--- config.mk ---
export PLATFORM = sky130hd
export DESIGN_NAME = cct_core
export DESIGN_NICKNAME = d
export VERILOG_FILES = /design/src/include/cct_pkg.sv /design/src/rtl/cct_core.sv
export SDC_FILE = /design/constraint.sdc
export NUM_CORES = 1
export LEC_CHECK = 0
export BUFFER_PORTS_ARGS = -buffer_cell sky130_fd_sc_hd__buf_2
export CORE_MARGIN = 1.5
export CORE_UTILIZATION = 51
export CTS_CLUSTER_SIZE = 16
export DETAILED_ROUTE_END_ITERATION = 6
export GPL_ROUTABILITY_DRIVEN = 0
export PLACE_DENSITY = 0.82
export SLEW_MARGIN = 20
export SYNTH_ARGS = -nofsm -noshare
export SYNTH_HDL_FRONTEND = slang
export SYNTH_SLANG_ARGS = --single-unit
--- constraint.sdc ---
create_clock -name hclk -period 2.9 [get_ports hclk]
set_clock_uncertainty 0.15 [all_clocks]
set_input_delay 0.58 -clock hclk [delete_from_list [all_inputs] [get_ports hclk]]
set_output_delay 0.58 -clock hclk [all_outputs]
set_load 0.05 [all_outputs]
--- src/include/cct_pkg.sv ---
package cct_pkg;
   // register byte addresses on the bus
   localparam logic [11:0] SEL_OFF = 12'h086; // pointer select index; byte address is four times it
   localparam logic [11:0] SEL_ADDR = 12'h218; // 4 * 86h
   localparam logic [11:0] CLK_CTRL_ADDR = 12'h220;
   localparam logic [11:0] DPTR0_ADDR = 12'h224;
   localparam logic [11:0] SECONDARY_DATA_POINTER_ADDR = 12'h228;
   localparam logic [11:0] STAT_ADDR = 12'h22c;
   // field layout and reset values
   localparam int SEL_BIT = 0;
   localparam int STRETCH_LSB = 0;
   localparam int STRETCH_W = 3;
   localparam logic [2:0] STRETCH_RST = 3'h1;
   localparam logic SEL_RST = 1'b0;
   // timing counts: strobe widths in clocks, move base in machine cycles
   localparam logic [1:0] STATES_PER_CYCLE = 2'h3; // last state index of four
   localparam logic [4:0] STROBE_MIN = 5'h02;
   localparam logic [4:0] STROBE_STEP = 5'h04;
   localparam logic [3:0] MOVE_BASE = 4'h2;
   // machine cycle states, one-hot
   typedef enum logic [3:0]
   {
      ST_ONE = 4'h1,
      ST_TWO = 4'h2,
      ST_THREE = 4'h4,
      ST_FOUR = 4'h8
   } cct_state_t;
endpackage

--- src/rtl/cct_core.sv ---
`timescale 1ns/1ps
module cct_core
   import cct_pkg::*;
(
   // clock and reset
   input wire logic hclk,
   input wire logic hresetn,
   // ahb-lite slave
   input wire logic hsel,
   input wire logic [31:0] haddr,
   input wire logic [1:0] htrans,
   input wire logic hwrite,
   input wire logic [2:0] hsize,
   input wire logic [31:0] hwdata,
   input wire logic hready,
   output logic [31:0] hrdata,
   output logic hreadyout,
   output logic hresp,
   // instruction execution side
   input wire logic [2:0] instr_cycles,
   input wire logic instr_start,
   input wire logic move_start,
   input wire logic move_write,
   input wire logic move_indirect,
   input wire logic [7:0] indirect_work_register,
   input wire logic [7:0] port2_latch,
   input wire logic [7:0] move_wdata,
   input wire logic sel_inc,
   output logic [3:0] state_onehot,
   output logic fetch_strobe,
   output logic instr_done,
   output logic busy,
   output logic [7:0] move_rdata,
   // external data bus
   output logic [15:0] ext_addr,
   output logic [7:0] ext_dout,
   output logic ext_doe,
   input wire logic [7:0] ext_din,
   output logic ext_rd_n,
   output logic ext_wr_n
);
   typedef struct packed
   {
      cct_state_t st;
      logic [3:0] cyc_left;
      logic in_move;
      logic mv_write;
      logic [4:0] strobe_left;
      logic strobe_on;
      logic sel;
      logic [2:0] stretch;
      logic [2:0] mv_stretch;
      logic [15:0] dptr0;
      logic [15:0] secondary_data_pointer;
      logic [15:0] addr;
      logic [7:0] dout;
      logic doe;
      logic [7:0] rdata;
      logic fetch;
      logic done;
      logic ph_act;
      logic ph_wr;
      logic [11:0] ph_addr;
      logic [31:0] hrdata;
   } cct_regs_t;

   cct_regs_t q, d;
   logic neg_phase_q;

   // strobe width in clocks for a stretch value
   function automatic logic [4:0] strobe_width(input logic [2:0] s);
      strobe_width = (s == 3'h0) ? STROBE_MIN : 5'(STROBE_STEP * 5'(s));
   endfunction

   // falling edge marks the middle of each state for the strobe edges
   always_ff @(negedge hclk or negedge hresetn)
   begin
      if (!hresetn)
         neg_phase_q <= 1'b0;
      else
         neg_phase_q <= q.strobe_on;
   end

   always_comb
   begin
      d = q;
      d.fetch = 1'b0;
      d.done = 1'b0;
      // fixed four-state rotation
      unique case (q.st)
         ST_ONE: d.st = ST_TWO;
         ST_TWO: d.st = ST_THREE;
         ST_THREE: d.st = ST_FOUR;
         ST_FOUR: d.st = ST_ONE;
         default: d.st = ST_ONE;
      endcase
      // instruction length counted at the end of each cycle
      if (q.st == ST_FOUR)
      begin
         if (q.cyc_left > 4'h1)
         begin
            d.cyc_left = q.cyc_left - 4'h1;
            d.fetch = !q.in_move;
         end
         else
         begin
            // a finishing instruction hands over in the same edge, so no idle cycle is lost
            if (q.cyc_left == 4'h1)
            begin
               d.cyc_left = 4'h0;
               d.done = 1'b1;
               d.in_move = 1'b0;
               d.doe = 1'b0;
            end
            if (move_start)
            begin
               d.cyc_left = MOVE_BASE + 4'(q.stretch);
               d.mv_stretch = q.stretch; // later stretch writes must not bend a running move
               d.in_move = 1'b1;
               d.mv_write = move_write;
               d.fetch = 1'b1;
               if (move_indirect)
                  d.addr = {port2_latch, indirect_work_register};
               else
                  d.addr = q.sel ? q.secondary_data_pointer : q.dptr0;
               d.dout = move_wdata;
            end
            else if (instr_start)
            begin
               // lengths above five are clipped; zero treated as one
               d.cyc_left = (instr_cycles > 3'h5) ? 4'h5 :
                  ((instr_cycles == 3'h0) ? 4'h1 : 4'(instr_cycles));
               d.fetch = 1'b1;
            end
         end
      end
      // strobe starts in state two of the access cycle, held for its width
      if (q.in_move && q.st == ST_ONE && q.cyc_left == MOVE_BASE + 4'(q.mv_stretch) - 4'h1 && !q.strobe_on)
      begin
         d.strobe_on = 1'b1;
         d.strobe_left = strobe_width(q.mv_stretch);
         d.doe = q.mv_write;
      end
      else if (q.strobe_on)
      begin
         d.strobe_left = q.strobe_left - 5'h01;
         if (q.strobe_left == 5'h01)
         begin
            d.strobe_on = 1'b0;
            if (!q.mv_write)
               d.rdata = ext_din;
         end
      end
      if (sel_inc)
         d.sel = !q.sel;
      // bus data phase
      d.hrdata = 32'h0;
      if (q.ph_act && q.ph_wr)
      begin
         unique case (q.ph_addr)
            SEL_ADDR: d.sel = hwdata[SEL_BIT];
            CLK_CTRL_ADDR: d.stretch = hwdata[STRETCH_LSB +: STRETCH_W];
            DPTR0_ADDR: d.dptr0 = hwdata[15:0];
            SECONDARY_DATA_POINTER_ADDR: d.secondary_data_pointer = hwdata[15:0];
            default: ;
         endcase
      end
      // bus address phase, always ready
      d.ph_act = hsel && hready && htrans[1];
      d.ph_wr = hwrite;
      d.ph_addr = haddr[11:0];
      if (hsel && hready && htrans[1] && !hwrite)
      begin
         unique case (haddr[11:0])
            SEL_ADDR: d.hrdata = {31'h0, d.sel};
            CLK_CTRL_ADDR: d.hrdata = {29'h0, d.stretch};
            DPTR0_ADDR: d.hrdata = {16'h0, d.dptr0};
            SECONDARY_DATA_POINTER_ADDR: d.hrdata = {16'h0, d.secondary_data_pointer};
            STAT_ADDR: d.hrdata = {26'h0, q.strobe_on, q.in_move, q.st};
            default: d.hrdata = 32'h0;
         endcase
      end
   end

   always_ff @(posedge hclk or negedge hresetn)
   begin
      if (!hresetn)
      begin
         q <= '0;
         q.st <= ST_ONE;
         q.sel <= SEL_RST;
         q.stretch <= STRETCH_RST;
      end
      else
         q <= d;
   end

   // outputs
   assign hrdata = q.hrdata;
   assign hreadyout = 1'b1;
   assign hresp = 1'b0;
   assign state_onehot = q.st;
   assign fetch_strobe = q.fetch;
   assign instr_done = q.done;
   assign busy = (q.cyc_left != 4'h0);
   assign move_rdata = q.rdata;
   assign ext_addr = q.addr;
   assign ext_dout = q.dout;
   assign ext_doe = q.doe;
   // strobes move on falling edges: address and data get half a clock of setup and hold, width unchanged
   assign ext_rd_n = !(neg_phase_q && !q.mv_write);
   assign ext_wr_n = !(neg_phase_q && q.mv_write);
endmodule // cct_core

==> impl_metrics.ini <==
[drt]
ant_nets = 0
vias = 4075
drtPass1Iterations = 4
viasPerCell = 5.224
drt_first_iter_violations = 334
wl_per_cell_um = 15.87
drc = 0
wirelength_mm = 12.38

[floorplanning]
initial_core_util = 0.5256
die_h_um = 111.7
core.rowCount = 39
ios = 190
die_area_um2 = 12480
coreArea_um2 = 11470
die_x_um = 111.7

[cts]
hold_buffers = 0
htreeDepth = 4
clock-sinks = 121
root_buffer = clkbuf_16
clkSlewWorstSetupHoldPaths_ns = 0.05
cts_buffers = 17
clock_latency_ns = 0.40
tritoncts = built
clockBufferDepth = 2

[power]
cellPowerDensity_nw_per_um2 = 932.3
ir_worst_vdd_v = 0.0006784
power_leakage_nw = 3.416

[global_route]
grt_pass1_vias = 4170
grt_max_degree = 121
grt_pass1_wl_mm = 20.29
grtUsageTotal = 0.2055
antenna_found_initial = 1
overflow = 0

[run_status]
failed_checks = setup timing
outcome = finished, violations left

[placed_design]
post-place-cells = 747
port_buffers = 131
preCtsSetupSlack_ns = 0.07779
placed_area_um2 = 6387
hpwl_mm = 8.695

[finish]
utilization = 0.6119
drive_gt1_frac = 0.3717
fillers = 913
multi_input_area_um2 = 2391
fin_nets = 745
seq_area_um2 = 3030
fin_cells = 780
fin_area_um2 = 7017
syn_to_final_growth_pct = 16.42

[setup_path]
worstSetupPathType = reg2out
ff2ff_setup_slack_ns = 0.48
crit_fanout = 2
cp-end-kind = output pin
ff2ff_path_depth = 5
critPathRequiredTime_ns = 2.17
start_kind = flop
cp_data_arrival_time_ns = 2.46
rr_startpoint = q[33]$_DFF_PN0_
rr_endpoint = hrdata[2]$_DFF_PN0_

[yosys]
syn_inst = 539
avgSynthCellArea_um2 = 11.18
yosys-top-cells-area = dfrtp_1 49%, mux2_2 10%, buf_4 9.0%
yosysTopAreaCellShare = 0.4899
ys_types = 58
synth_common_cells = 118 x dfrtp_1, 72 x buf_4, 54 x mux2_2
ys_warn_count = 0
synth.yosys.seq_area_share = 0.5028
yosys_register_bits = 121
synth_area_um2 = 6027
synth-main-ff-cell = dfrtp_1
synthArstFlopShare = 1.000
synth_most_common_cell = dfrtp_1
yosysTopAreaCell = dfrtp_1
synth_edf_count = 0

[sta]
hold_viol_final = 0
fin_ws_ns = -0.2868
slew_headroom = 0.5748
slew_violations = 0
worst_pin_slew_ns = 0.6378
finalSetupViolCount = 2
rsz0062_at_grt = true

[job]
cap_violations = 0

[worst_hold_path]
min_path_type = in2async
## layout make-up
type,count,share of cell area
sequential,121,0.4319
inverter,15,0.008024
timing repair buffer,139,0.1059
clock inverter,9,0.02104
multi-input combinational,329,0.3408
antenna,2,0.0007133
tap,143,0.02550
clock buffer,22,0.06616
## metal layers
| layer | vias to the layer above | GRT usage | part of all wire |
|---|---|---|---|
| met4 | 0 | 0.08945 | 0.018 |
| met2 | 141 | 0.3183 | 0.48 |
| met3 | 20 | 0.04464 | 0.051 |
| met1 | 1965 | 0.2804 | 0.45 |
| li1 | 1949 | - | - |
| met5 | - | 0 | 0 |
## placed cells by master (no fill, tap or decap), types with 3 or more instances in the layout
cell type,count
o21a_1,5
buf_2,128
dfrtp_1,118
o31a_1,5
nor2_1,31
ha_1,8
xnor2_1,6
buf_4,8
mux2_2,54
xor2_1,4
nand2b_1,3
a21boi_1,10
nor4b_4,4
bufinv_16,4
a32o_1,3
a21oi_1,23
conb_1,18
mux2i_1,18
nand4_1,3
clkbuf_16,17
nand2_1,44
inv_1,15
nor4b_1,4
clkbuf_1,3
nor2b_1,9
clkinv_2,4
o21ai_0,21
o2bb2ai_1,3
nand3_1,17
nor3_1,5
## sequential cells by signal, summed over array words and instances, names as in the netlist
register and cells:
ext_addr 16, ext_doe 1, ext_dout 8, fetch_strobe 1
hrdata 16, instr_done 1, move_rdata 8, neg_phase_q 1
q 65, state_onehot 4
## metrics by stage
| stage | power, mW | TNS [ns] | hold slack, ns |
|---|---|---|---|
| 3_5_place_dp | 4.382 | 0 | 0.3219 |
| 6_report | 6.542 | -0.5660 | 0.1255 |
| 3_3_place_gp | 4.299 | 0 | 0.3067 |
| 5_1_grt | 6.861 | -0.6437 | 0.1284 |
| 4_1_cts | 6.586 | -0.5785 | 0.1336 |
| 2_1_floorplan | 4.139 | 0 | 0.1344 |
## logic make-up after synthesis
kind of cell               after synthesis  synth area share
AOI/OAI and AO/OA                       83           0.08968
xor gates and xnor gates                10           0.01453
DFF                                    121            0.5028
adders and majority gates                8           0.01661
and+or+nand+nor                        136            0.1275
buffers and inverters                  105            0.1125
muxes                                   74            0.1351
other                                    2          0.001246
## worst max-delay path, stage by stage, from the launching register on
cell and delay, ns:
dfrtn_1 0.40, nand2_1 0.07, buf_6 0.16
## where the power goes
part / internal, mW / total, mW / switching, mW / leakage [nW]
clock network: 1.47 / 2.17 / 0.702 / 0.300
logic: 0.644 / 2.09 / 1.45 / 1.59
registers: 2.02 / 2.28 / 0.255 / 1.53
total: 4.14 / 6.54 / 2.40 / 3.42
## worst max-delay path by stage
stage                           to  cells past startpoint             startpoint
after floorplan           ext_rd_n                      1  neg_phase_q$_DFF_NN0_
after global placement    ext_rd_n                      2  neg_phase_q$_DFF_NN0_
after detailed placement  ext_wr_n                      2  neg_phase_q$_DFF_NN0_
after CTS                 ext_wr_n                      2  neg_phase_q$_DFF_NN0_
after global routing      ext_wr_n                      2  neg_phase_q$_DFF_NN0_
final                     ext_wr_n                      2  neg_phase_q$_DFF_NN0_
## what timing repair did
action / in CTS / in global routing
setup buffers: 0 / 0
pin swaps: 0 / 0
resized for setup: 4 / 0
setup endpoints to repair: 2 / 2
No activity file was read; power rests on OpenSTA's default activity.
